$ cat config.mk
export PLATFORM = sky130hd
export DESIGN_NAME = rsq_reset_seq
export DESIGN_NICKNAME = d
export VERILOG_FILES = /design/src/core/rsq_pkg.sv /design/src/core/rsq_wdog_counter.sv /design/src/core/rsq_reset_seq.sv
export SDC_FILE = /design/constraint.sdc
export NUM_CORES = 1
export LEC_CHECK = 0
export BUFFER_PORTS_ARGS = -buffer_cell sky130_fd_sc_hd__buf_2
export CAP_MARGIN = 40
export CELL_PAD_IN_SITES_DETAIL_PLACEMENT = 1
export CELL_PAD_IN_SITES_GLOBAL_PLACEMENT = 1
export CORE_AREA = 3 3 96 98
export DETAILED_ROUTE_END_ITERATION = 10
export DIE_AREA = 0 0 99 101
export PLACE_DENSITY_LB_ADDON = 0.08
export SYNTH_ARGS = -nofsm -noshare
export SYNTH_HDL_FRONTEND = slang
export SYNTH_SLANG_ARGS = --single-unit
$ cat constraint.sdc
create_clock -name i_mclk -period 5.6 [get_ports i_mclk]
set_clock_uncertainty 0.05 [all_clocks]
set_input_delay 1.12 -clock i_mclk [delete_from_list [all_inputs] [get_ports i_mclk]]
set_output_delay 1.12 -clock i_mclk [all_outputs]
set_load 0.03 [all_outputs]
$ cat src/core/rsq_pkg.sv
// Shared constants for the reset sequencer and its watchdog counter.
package rsq_pkg;

	// System clock period and derived timing.
	localparam int SYS_CLK_NS            = 40;
	localparam int STARTUP_TOUT0_NS      = 1_000;
	localparam int STARTUP_TOUT1_NS      = 4_100_000;
	localparam int STARTUP_TOUT2_NS      = 65_000_000;
	localparam int STARTUP_TOUT3_NS      = 16_000;
	localparam int STARTUP_TOUT0_CYC     = (STARTUP_TOUT0_NS + SYS_CLK_NS - 1) / SYS_CLK_NS;
	localparam int STARTUP_TOUT1_CYC     = (STARTUP_TOUT1_NS + SYS_CLK_NS - 1) / SYS_CLK_NS;
	localparam int STARTUP_TOUT2_CYC     = (STARTUP_TOUT2_NS + SYS_CLK_NS - 1) / SYS_CLK_NS;
	localparam int STARTUP_TOUT3_CYC     = (STARTUP_TOUT3_NS + SYS_CLK_NS - 1) / SYS_CLK_NS;
	localparam int BROWNOUT_FILTER_NS    = 2_000;
	localparam int BROWNOUT_FILTER_CYC   = (BROWNOUT_FILTER_NS + SYS_CLK_NS - 1) / SYS_CLK_NS;
	localparam int TURNOFF_WINDOW_CYC    = 4;
	localparam int WDOG_BASE_TICKS_DEF   = 16_384;

	// Counter widths.
	localparam int DELAY_CNT_W           = 24;
	localparam int WDOG_CNT_W            = 22;
	localparam int FILT_CNT_W            = 8;

	// Register offsets.
	localparam logic [3:0] ADDR_FLAGS     = 4'h0;
	localparam logic [3:0] ADDR_WDOG_CTRL = 4'h1;
	localparam logic [3:0] ADDR_STATUS    = 4'h2;

	// Reset flag positions.
	localparam int FLAG_POWERON          = 0;
	localparam int FLAG_EXTERNAL         = 1;
	localparam int FLAG_BROWNOUT         = 2;
	localparam int FLAG_WATCHDOG         = 3;
	localparam int FLAG_TESTPORT         = 4;
	localparam int FLAGS_W               = 5;

	// Watchdog control field positions.
	localparam int WDOG_TURNOFF_BIT      = 4;
	localparam int WDOG_ENABLE_BIT       = 3;
	localparam int WDOG_PERIOD_LSB       = 0;
	localparam int WDOG_PERIOD_W         = 3;

	// Reset values.
	localparam logic [FLAGS_W-1:0]       FLAGS_RST       = 5'h00;
	localparam logic [WDOG_PERIOD_W-1:0] WDOG_PERIOD_RST = 3'h0;

endpackage : rsq_pkg

$ cat src/core/rsq_wdog_counter.sv
// Watchdog time-out counter fed by ticks of the watchdog oscillator.
`timescale 1ns/100ps
`default_nettype none

module rsq_wdog_counter
	import rsq_pkg::*;
#(
	parameter int BASE_TICKS = WDOG_BASE_TICKS_DEF   // Shortest period in oscillator ticks.
) (
	input  wire logic                     i_mclk,     // System clock.
	input  wire logic                     i_rst_n,    // Synchronous reset, active low.
	input  wire logic                     i_tick,     // One pulse per oscillator period.
	input  wire logic                     i_enable,   // Watchdog enabled.
	input  wire logic                     i_clear,    // Restart or chip reset.
	input  wire logic [WDOG_PERIOD_W-1:0] i_period,   // Period select.
	output logic                          o_timeout   // One-cycle expiry pulse.
);

	logic [WDOG_CNT_W-1:0] count;
	logic [WDOG_CNT_W-1:0] limit;

	// Each step of the select doubles the period.
	// period doubling per step
	function automatic logic [WDOG_CNT_W-1:0] period_ticks(input logic [WDOG_PERIOD_W-1:0] sel);
		period_ticks = WDOG_CNT_W'(BASE_TICKS) << sel;
	endfunction : period_ticks

	assign limit = period_ticks(i_period);

	// Count oscillator ticks; a disabled or cleared watchdog holds at zero.
	// counter clear conditions
	always_ff @(posedge i_mclk) begin
		if (!i_rst_n || i_clear || !i_enable) begin
			count     <= '0;
			o_timeout <= 1'b0;
		end else if (i_tick && count == limit - 1'b1) begin
			count     <= '0;
			o_timeout <= 1'b1;
		end else begin
			count     <= i_tick ? count + 1'b1 : count;
			o_timeout <= 1'b0;
		end
	end
endmodule : rsq_wdog_counter

`default_nettype wire

$ cat src/core/rsq_reset_seq.sv
// Reset sequencer: merges reset sources, stretches reset, keeps flags and watchdog control.
//
// Our own choices: the plain strobed port and the register addresses.
`timescale 1ns/100ps
`default_nettype none
// How it works
// - Reset initialises registers, then vector fetch.
// - Ports reset asynchronously on any source; brownout and watchdog reach them only through clocked logic.
// - Delay counter stretches reset, length from fuses.
// - Five sources: poweron, pin, watchdog, brownout, testport.
// - Testport reset holds while its bit is one.
// - Poweron low resets; rising starts delay.
// - Pin pulses longer than minimum reset device.
// - Pin release starts delay before operation.
// - Enabled brownout resets, release after delay.
// - Brownout ignores dips shorter than filter.
// - Watchdog resets only while enabled.
// - Watchdog pulse one cycle, delay after.
// - Bandgap on for brownout, comparator, converter.
// - Watchdog counts its own oscillator.
// - Watchdog clears on restart, disable, reset.
// - Eight periods; expiry restarts at vector.
// - Plain writes cannot clear watchdog enable.
// - Turn-off window lasts four cycles.
// - Periods double from 16K to 2048K.
// - Sources set flags; poweron clears others.

module rsq_reset_seq
	import rsq_pkg::*;
#(
	parameter int TOUT0_CYC       = STARTUP_TOUT0_CYC,    // Start-up delay, fuse code 0.
	parameter int TOUT1_CYC       = STARTUP_TOUT1_CYC,    // Start-up delay, fuse code 1.
	parameter int TOUT2_CYC       = STARTUP_TOUT2_CYC,    // Start-up delay, fuse code 2.
	parameter int TOUT3_CYC       = STARTUP_TOUT3_CYC,    // Start-up delay, fuse code 3.
	parameter int WDOG_BASE_TICKS = WDOG_BASE_TICKS_DEF   // Shortest watchdog period in ticks.
) (
	input  wire logic       i_mclk,                       // System clock, 25 MHz.
	input  wire logic       i_rst_n,                      // Synchronous reset, active low.
	input  wire logic       i_supply_below_por,           // Power-on comparator, high when low.
	input  wire logic       i_reset_pin_n,                // External reset pin, active low.
	input  wire logic       i_supply_below_bot,           // Brown-out comparator, high when low.
	input  wire logic       i_testport_reset,             // Test-chain reset register bit.
	input  wire logic       i_wdog_osc,                   // Watchdog oscillator, about 1 MHz.
	input  wire logic       i_brownout_enable_fuse,       // Brown-out detector enabled.
	input  wire logic [1:0] i_clock_select_fuses,         // Start-up delay select.
	input  wire logic       i_comparator_bandgap_select,  // Comparator uses the bandgap.
	input  wire logic       i_converter_enable,           // Converter enabled.
	input  wire logic       i_watchdog_restart_instr,     // Watchdog restart pulse.
	input  wire logic [3:0] i_addr,                       // Register address.
	input  wire logic [7:0] i_wdata,                      // Register write data.
	input  wire logic       i_wr,                         // Write strobe.
	input  wire logic       i_rd,                         // Read strobe.
	output logic      [7:0] o_rdata,                      // Read data, cycle after strobe.
	output logic            o_sys_reset,                  // Chip-wide internal reset.
	output logic            o_io_reset_n,                 // Port reset, active low, no clock needed.
	output logic            o_vector_fetch,               // Pulse: start at reset vector.
	output logic            o_bandgap_en                  // Bandgap reference enable.
);

	// Synchroniser stages for pins from outside the clock domain.
	logic                     por_s1, por_s2;
	logic                     pin_s1, pin_s2;
	logic                     bot_s1, bot_s2;
	logic                     tp_s1, tp_s2;
	logic                     osc_s1, osc_s2, osc_s3;
	logic                     wdog_tick;

	// Brown-out filter state.
	logic [FILT_CNT_W-1:0]    bod_cnt;
	logic                     bod_active;

	// Reset merging and stretching.
	logic                     src_any;
	logic                     next_sys_reset;
	logic [DELAY_CNT_W-1:0]   delay_cnt;

	// Software-visible state.
	logic [FLAGS_W-1:0]       flags;
	logic                     wdog_en;
	logic                     turnoff_en;
	logic [1:0]               turnoff_cnt;
	logic [WDOG_PERIOD_W-1:0] wdog_period;
	logic                     wdog_pulse;
	logic                     wr_ctrl;
	logic                     wr_flags;

	// Start-up delay in system clock cycles for a fuse code.
	function automatic logic [DELAY_CNT_W-1:0] tout_cycles(input logic [1:0] sel);
		if (sel == 2'h0) begin
			tout_cycles = DELAY_CNT_W'(TOUT0_CYC);
		end else if (sel == 2'h1) begin
			tout_cycles = DELAY_CNT_W'(TOUT1_CYC);
		end else if (sel == 2'h2) begin
			tout_cycles = DELAY_CNT_W'(TOUT2_CYC);
		end else begin
			tout_cycles = DELAY_CNT_W'(TOUT3_CYC);
		end
	endfunction : tout_cycles

	// Two flip-flops on each supply, pin and test input before the clocked logic reads it.
	// Power-on and pin stages reset to their active level, so no source is lost at release.
	always_ff @(posedge i_mclk) begin
		if (!i_rst_n) begin
			por_s1 <= 1'b1;
			por_s2 <= 1'b1;
			pin_s1 <= 1'b0;
			pin_s2 <= 1'b0;
			bot_s1 <= 1'b0;
			bot_s2 <= 1'b0;
			tp_s1  <= 1'b0;
			tp_s2  <= 1'b0;
		end else begin
			por_s1 <= i_supply_below_por;
			por_s2 <= por_s1;
			pin_s1 <= i_reset_pin_n;
			pin_s2 <= pin_s1;
			bot_s1 <= i_supply_below_bot;
			bot_s2 <= bot_s1;
			tp_s1  <= i_testport_reset;
			tp_s2  <= tp_s1;
		end
	end

	// The watchdog oscillator is sampled and its rising edges become ticks.
	// separate oscillator ticks
	always_ff @(posedge i_mclk) begin
		if (!i_rst_n) begin
			osc_s1 <= 1'b0;
			osc_s2 <= 1'b0;
			osc_s3 <= 1'b0;
		end else begin
			osc_s1 <= i_wdog_osc;
			osc_s2 <= osc_s1;
			osc_s3 <= osc_s2;
		end
	end

	// Edge detect reads only the second and third stages.
	assign wdog_tick = osc_s2 && !osc_s3;

	// A low supply must persist for the filter time before it counts.
	// Recovery releases at once; the delay counter then does the stretching.
	// A dip shorter than the filter never reaches the merge, so it sets no flag.
	// brown-out glitch filter
	always_ff @(posedge i_mclk) begin
		if (!i_rst_n || !i_brownout_enable_fuse || !bot_s2) begin
			bod_cnt    <= '0;
			bod_active <= 1'b0;
		end else if (bod_cnt == FILT_CNT_W'(BROWNOUT_FILTER_CYC - 1)) begin
			bod_active <= 1'b1;
		end else begin
			bod_cnt    <= bod_cnt + 1'b1;
		end
	end

	// Any live source holds reset; a pin pulse only counts once sampled.
	// five reset sources
	assign src_any = por_s2 || !pin_s2 || bod_active || tp_s2 || wdog_pulse;

	// Reset stays high while a source is live or the delay is still running.
	// merged reset term
	assign next_sys_reset = src_any || (delay_cnt != '0);

	// The delay reloads while any source is active, so every release restarts it.
	// The counter is sized for the longest fuse code at the default clock.
	// start-up delay counter
	always_ff @(posedge i_mclk) begin
		if (!i_rst_n) begin
			delay_cnt <= tout_cycles(2'h0);
		end else if (src_any) begin
			delay_cnt <= tout_cycles(i_clock_select_fuses);
		end else if (delay_cnt != '0) begin
			delay_cnt <= delay_cnt - 1'b1;
		end
	end

	// Registered release keeps the falling edge glitch free and synchronous.
	// synchronous release
	always_ff @(posedge i_mclk) begin
		if (!i_rst_n) begin
			o_sys_reset    <= 1'b1;
			o_vector_fetch <= 1'b0;
		end else begin
			o_sys_reset    <= next_sys_reset;
			o_vector_fetch <= o_sys_reset && !next_sys_reset;
		end
	end

	// Port reset uses the raw pins so it acts even with the clock stopped.
	// Raw brown-out is left out because it has no filter without a clock.
	// asynchronous port reset
	// raw pin acts without a clock
	assign o_io_reset_n = !(i_supply_below_por || !i_reset_pin_n || i_testport_reset
		|| bod_active || wdog_pulse || o_sys_reset);

	// Bandgap is requested by any of its three users.
	// bandgap enable
	always_ff @(posedge i_mclk) begin
		if (!i_rst_n) begin
			o_bandgap_en <= 1'b0;
		end else begin
			o_bandgap_en <= i_brownout_enable_fuse || i_comparator_bandgap_select || i_converter_enable;
		end
	end

	// Register writes: control is locked while the chip is held in reset.
	// Flag writes are taken at any time except during power-on, since they can only ever clear bits.
	assign wr_ctrl  = i_wr && (i_addr == ADDR_WDOG_CTRL) && !o_sys_reset;
	assign wr_flags = i_wr && (i_addr == ADDR_FLAGS);

	// Reset flags: a set in the same cycle as a clear wins.
	// reset cause flags
	always_ff @(posedge i_mclk) begin
		if (!i_rst_n) begin
			flags <= FLAGS_RST;
		end else if (por_s2) begin
			flags                <= '0;
			flags[FLAG_POWERON]  <= 1'b1;
		end else begin
			flags <= (wr_flags ? (flags & i_wdata[FLAGS_W-1:0]) : flags)
				| ((FLAGS_W'(!pin_s2)      << FLAG_EXTERNAL)
				|  (FLAGS_W'(bod_active)   << FLAG_BROWNOUT)
				|  (FLAGS_W'(wdog_pulse)   << FLAG_WATCHDOG)
				|  (FLAGS_W'(tp_s2)        << FLAG_TESTPORT));
		end
	end

	// Watchdog enable and period; a chip reset returns them to defaults.
	// protected enable clear
	always_ff @(posedge i_mclk) begin
		if (!i_rst_n || o_sys_reset) begin
			wdog_en     <= 1'b0;
			wdog_period <= WDOG_PERIOD_RST;
		end else if (wr_ctrl) begin
			wdog_period <= i_wdata[WDOG_PERIOD_LSB +: WDOG_PERIOD_W];
			if (i_wdata[WDOG_ENABLE_BIT]) begin
				wdog_en <= 1'b1;
			end else if (turnoff_en) begin
				wdog_en <= 1'b0;
			end
		end
	end

	// Turn-off window opens on a write of both bits and closes by itself.
	// A rewrite of both bits inside the window simply reloads it.
	// four-cycle turn-off window
	always_ff @(posedge i_mclk) begin
		if (!i_rst_n || o_sys_reset) begin
			turnoff_en  <= 1'b0;
			turnoff_cnt <= '0;
		end else if (wr_ctrl && i_wdata[WDOG_TURNOFF_BIT] && i_wdata[WDOG_ENABLE_BIT]) begin
			turnoff_en  <= 1'b1;
			turnoff_cnt <= 2'(TURNOFF_WINDOW_CYC - 1);
		end else if (turnoff_cnt != '0) begin
			turnoff_cnt <= turnoff_cnt - 1'b1;
		end else begin
			turnoff_en  <= 1'b0;
		end
	end

	// Watchdog counter; chip reset and restart both clear it.
	// eight periods, expiry resets
	rsq_wdog_counter #(
		.BASE_TICKS (WDOG_BASE_TICKS)
	) u_wdog (
		.i_mclk    (i_mclk),
		.i_rst_n   (i_rst_n),
		.i_tick    (wdog_tick),
		.i_enable  (wdog_en),
		.i_clear   (i_watchdog_restart_instr || o_sys_reset),
		.i_period  (wdog_period),
		.o_timeout (wdog_pulse)
	);

	// Read data stand for exactly one cycle; unmapped addresses read zero.
	// Driving zero outside the read cycle lets several such ports be ORed together.
	always_ff @(posedge i_mclk) begin
		if (!i_rst_n || !i_rd) begin
			o_rdata <= 8'h00;
		end else if (i_addr == ADDR_FLAGS) begin
			o_rdata <= 8'(flags);
		end else if (i_addr == ADDR_WDOG_CTRL) begin
			o_rdata <= 8'({turnoff_en, wdog_en, wdog_period});
		end else if (i_addr == ADDR_STATUS) begin
			o_rdata <= {6'h00, bod_active, o_bandgap_en};
		end else begin
			o_rdata <= 8'h00;
		end
	end
endmodule : rsq_reset_seq

`default_nettype wire

# [Word level (Yosys, flattened, before mapping)]
# Index checks and enable logic that the tools add are counted.
[word_totals] regBits=90 output_inout_bits=12 elab_cells=112
[op_classes] add_sub_neg=5 n_eq_ne=7 n_shift=1 muxes=17 n_bitwise=6 reduce_logical=49
[op_table] op="two-way mux 21 bit" count=3
[op_table] op="two-way mux 24 bit" count=2
[op_table] op="nonzero test 24 bit" count=1
[op_table] op="subtractor 24 x 1 -> 24 bit, second input constant" count=1
[op_table] op="adder 22 x 1 -> 22 bit, second input constant" count=1
[op_table] op="equality test 22 bit" count=1
[op_table] op="<< shifter 15 x 3 -> 22 bit, first input constant" count=1
[op_table] op="subtractor 22 x 1 -> 22 bit, second input constant" count=1
[op_table] op="logical OR 1 bit" count=19
[op_table] op="two-way mux 5 bit" count=3
[op_table] op="zero test 1 bit" count=11
[op_table] op="adder 8 x 1 -> 8 bit, second input constant" count=1
[op_table] op="equality test 8 x 6 -> 1 bit, second input constant" count=1
[op_table] op="logical AND 1 bit" count=8
[op_table] op="nonzero test 2 bit" count=4
[op_table] op="two-way mux 1 bit" count=6
[op_table] op="two-way mux 2 bit" count=3
[op_table] op="AND 5 bit" count=1
[op_table] op="OR 4 x 5 -> 5 bit" count=1
[op_table] op="OR 5 bit" count=1
[op_table] op="equality test 4 x 1 -> 1 bit, second input constant" count=1
[op_table] op="equality test 4 x 2 -> 1 bit, second input constant" count=1
[op_table] op="zero test 4 bit" count=1
[op_table] op="OR 3 x 4 -> 4 bit" count=1
[op_table] op="10 further kinds" count=11

# [Depth between registers and ports, before layout]
[depth] depth_word=8 ltp_mapped=7

# [Cells and area by module]
# Synthesis repeated with hierarchy kept, for this count alone.
[unflattened] cells_unflattened=456 area_unflattened_um2=4068.9
[modules_own_cells] mod="rsq_reset_seq" n_inst=1 cells_per_inst=317 area_each_um2=2876.5 seq_area_each_um2=1281.2
[modules_own_cells] mod="rsq_wdog_counter" n_inst=1 cells_per_inst=139 area_each_um2=1192.4 seq_area_each_um2=460.4

# [Worst setup path before layout]
# OpenSTA, ideal clock, no wires.
[synth_timing] path_kind="input port to output port" startpoint="in i_supply_below_por" endpoint="out o_io_reset_n" t_arrival_ns=1.546 t_required_ns=4.430 slack_ns=2.884 stages=2 path_cell_list="nor2_1 and4b_1"
[synth_between] elab_chain_cells=6
[synth_lines] element="start: declaration" line_no="rsq_reset_seq.sv:39" text="input wire logic i_supply_below_por,"
[synth_lines] element="logical OR 1 bit (2 in series)" line_no="rsq_reset_seq.sv:193" text="assign o_io_reset_n = !(i_supply_below_por || !i_reset_pin_n || i_testport_reset"
[synth_lines] element="logical OR 1 bit (3 in series)" line_no="rsq_reset_seq.sv:194" text="|| bod_active || wdog_pulse || o_sys_reset);"
[synth_lines] element="zero test 1 bit" line_no="rsq_reset_seq.sv:193"
[synth_lines] element="end: declaration" line_no="rsq_reset_seq.sv:55" text="output logic o_io_reset_n,"
# Every way passes these cells.

# [Final worst setup path]
[layout_timing] startpoint="in i_rst_n" endpoint="reg u_wdog.count[16]"
[layout_between] elab_chain_cells=4
[layout_lines] element="start: declaration" line_no="rsq_reset_seq.sv:38" text="input wire logic i_rst_n,"
[layout_lines] element="zero test 1 bit" line_no="rsq_wdog_counter.sv:33" text="if (!i_rst_n || i_clear || !i_enable) begin"
[layout_lines] element="logical OR 1 bit (2 in series)" line_no="rsq_wdog_counter.sv:33"
[layout_lines] element="OR reduction 2 bit (no line)"
[layout_lines] element="end signal: assignment" line_no="rsq_wdog_counter.sv:40" text="count <= i_tick ? count + 1'b1 : count;"
[layout_lines] element="end: declaration" line_no="rsq_wdog_counter.sv:19" text="logic [WDOG_CNT_W-1:0] count;"
# Every way passes these cells.
# A chain may end at the register's enable or synchronous reset.

==> run_results.csv <==
group,metric,value,unit
logic_synthesis,synth_cells,460,
logic_synthesis,synth.avg_cell_area,8.943,um^2
global_route,antenna_found_initial,0,
global_route,track_usage,19.53,%
pwr,peakVddDrop,0.1472,mV
route,dr_total_vias,3307,
clocking,cts_tree,"done",
sta,setup_ws,2.559,ns
final_layout,drive_gt1_share,13.29,%
critical_path,cp_max_fo,35,
pwr,combPwrFrac,5.5,%
route,postRouteAntennaNets,0,
placement,dpl_cell_area,4318,um^2
critical_path,regToRegStartpoint,"delay_cnt[0]",
critical_path,slowest_delay,0.75,ns
worst_hold_path,hold_path_startpoint,"por_s1",
route,drt_wl_total,9155,um
clocking,hold_buffers,0,
global_route,grt_overflow,0,
die,fp.dieArea,9999,um^2
logic_synthesis,yosysUniqueCellTypes,58,
pwr,swShare,22.53,%
pwr,seqPwrFrac,52.1,%
critical_path,cp-end-kind,"flip-flop",
logic_synthesis,async_flop_share,0,%
clocking,numCtsBuffers,9,
clocking,ctsLongestPathBuffers,2,
clocking,post_cts_buffers,0,
job,maxCapViolCount,0,
sta,rsz0062_at_grt,"no",
sta,maxSlewViolCount,0,
status,status,"finished, final reports clean",
global_route,grt_pass1_wl,15770,um
final_layout,syn_to_final_growth,10.83,%
placement,dp.final_hpwl,6619,um
sta,worst_slew_pin_slew,0.8022,ns
placement,portBuffers,32,
critical_path,crit_required,5.84,ns
logic_synthesis,synth_ff_type,"dfxtp_1",
final_layout,post-route-util,53.32,%
global_route,grt_start_max_net_pins,36,
route,drt_iter0_drc,85,
critical_path,path_class,"in2reg",
final_layout,nets,521,
critical_path,r2r_slack,3.43,ns
logic_synthesis,synthesis.area,4114,um^2
clocking,clk_latency,0.36,ns
die,rows,34,
pwr,pwr_density_cell,270.1,nW/um^2
sta,hold_viol,0,
route,drt_pre_antenna_iters,4,
final_layout,final_common_cell,"dfxtp_1",
die,initial_core_util,48.11,%
global_route,grt_pass1_vias,3355,
sta,fin_crit_sh,54.31,%
die,io_pins,39,
sta,final-setup-viol-count,0,
clocking,path_clk_slew,0.09,ns
logic_synthesis,ys_seq_area_share,42.34,%
route,route.detailed.drc,0,
critical_path,cp_slowest_cell,"or3b_1",
placement,place_ws,2.157,ns
placement,routabilityCongestion,0.7825,
clocking,cts_max_level,3,
critical_path,startpoint,"i_rst_n",
pwr,p_sw,0.2775,mW
die,die_h,101,um
clocking,cts-resized-gates,0,
critical_path,cp.arrival,3.28,ns
die,dieWidth,99,um
logic_synthesis,synth-seq-cells,87,
final_layout,final_cell_mix,"dfxtp_1, nor2_1, buf_2",
clocking,clk_root_buffer_cell,"clkbuf_8",
critical_path,crit_chain,"buf_2 -> nand2_1 -> or3b_1 -> or3_1 -> o21ai_0",
sta,final.setup.tns,0,ns
die,core_area,8551,um^2
pwr,total_power,1.232,mW
critical_path,cp-start-kind,"input port",
pwr,clkPwrFrac,42.4,%
route,vias_per_cell,5.539,
pwr,internal_power,0.9542,mW
final_layout,fin_area,4559,um^2
logic_synthesis,yosysWarnings,0,
route,wl_per_cell,15.34,um
sta,slew_headroom,46.40,%
clocking,clock-sinks,87,
final_layout,n_antenna_cell,0,
sta,fmax,328.8,MHz
pwr,p_leak,1.622,nW
sta,period_needed,3.041,ns
worst_hold_path,hold_path.class,"reg2reg",
logic_synthesis,synth_edf_count,0,
critical path, delay by kind of cell:
kind	cells	cell delay, ns
compound gates	1	0.13
buf+inv	1	0.44
simple gates	3	1.56
sequential cells by signal, indices dropped and copies added (netlist names), 2 cells and up:
name and flops:
bod_cnt 8, delay_cnt 24, flags 5, o_rdata 5, turnoff_cnt 2, u_wdog.count 22, wdog_period 3
Yosys cell counts, types with 12 or more instances:
| cell type | n | area (um^2) |
|---|---|---|
| nand3_1 | 27 | 135.1 |
| inv_1 | 18 | 67.56 |
| clkbuf_1 | 12 | 45.04 |
| nand2_1 | 23 | 86.33 |
| dfxtp_1 | 87 | 1742 |
| nor2_1 | 51 | 191.4 |
| o21ai_0 | 19 | 95.09 |
| xor2_1 | 21 | 183.9 |
| nor3_1 | 25 | 125.1 |
| and2_1 | 16 | 100.1 |
| xnor2_1 | 24 | 210.2 |
layer usage:
layer  share of wire (%)  wire length, um  GRT usage, %  vias to the layer above
met2                  50             4540         32.85                       35
met5                   0                0             0                        -
met1                  46             4185         24.40                     1598
li1                    -                -             -                     1652
met3                 2.2              202         3.253                       22
met4                 2.5              227         9.244                        0
cell type report:
class                      count  area, um^2
fill                        1032        3991
clock inverter                 5       106.4
timing repair buffer          34       172.7
clock buffer                  10       127.6
tap                          108       135.1
multi-input combinational    335        2208
inverter                      18       67.56
sequential                    87        1742
power groups by stage:
stage	clock network, mW	registers [mW]	logic (mW)
after detailed placement	0	0.656	0.0682
final	0.522	0.642	0.0683
after floorplan	0	0.653	0.0514
after CTS	0.539	0.642	0.0691
after global routing	0.565	0.644	0.0766
after global placement	0	0.656	0.0669
cell families (layout without fill, tap and decap cells):
kind of cell	after synthesis	count (layout)	share of synthesized area, %
simple gates	210	210	29.65
flops	87	87	42.34
compound gates	57	57	8.729
xor+xnor	45	45	9.580
buf+inv	40	67	4.166
mux	11	11	2.707
fa+ha+maj	9	9	2.737
other cells	1	3	0.09115
worst paths after layout:
path,to,depth (start not counted)
setup / recovery,u_wdog.count[16],5
hold / removal,por_s2,1
setup reg to reg,delay_cnt[19],7
hold reg to reg,por_s2,1
stage by stage:
stage / cells / hold WS (ns)
3_5_place_dp: 581 / 0.3620
4_1_cts: 596 / 0.3895
5_1_grt: 597 / 0.4025
6_report: 597 / 0.3838
3_3_place_gp: 580 / 0.3455
2_1_floorplan: 462 / 0.3363
(Power assumes the default switching activity.)
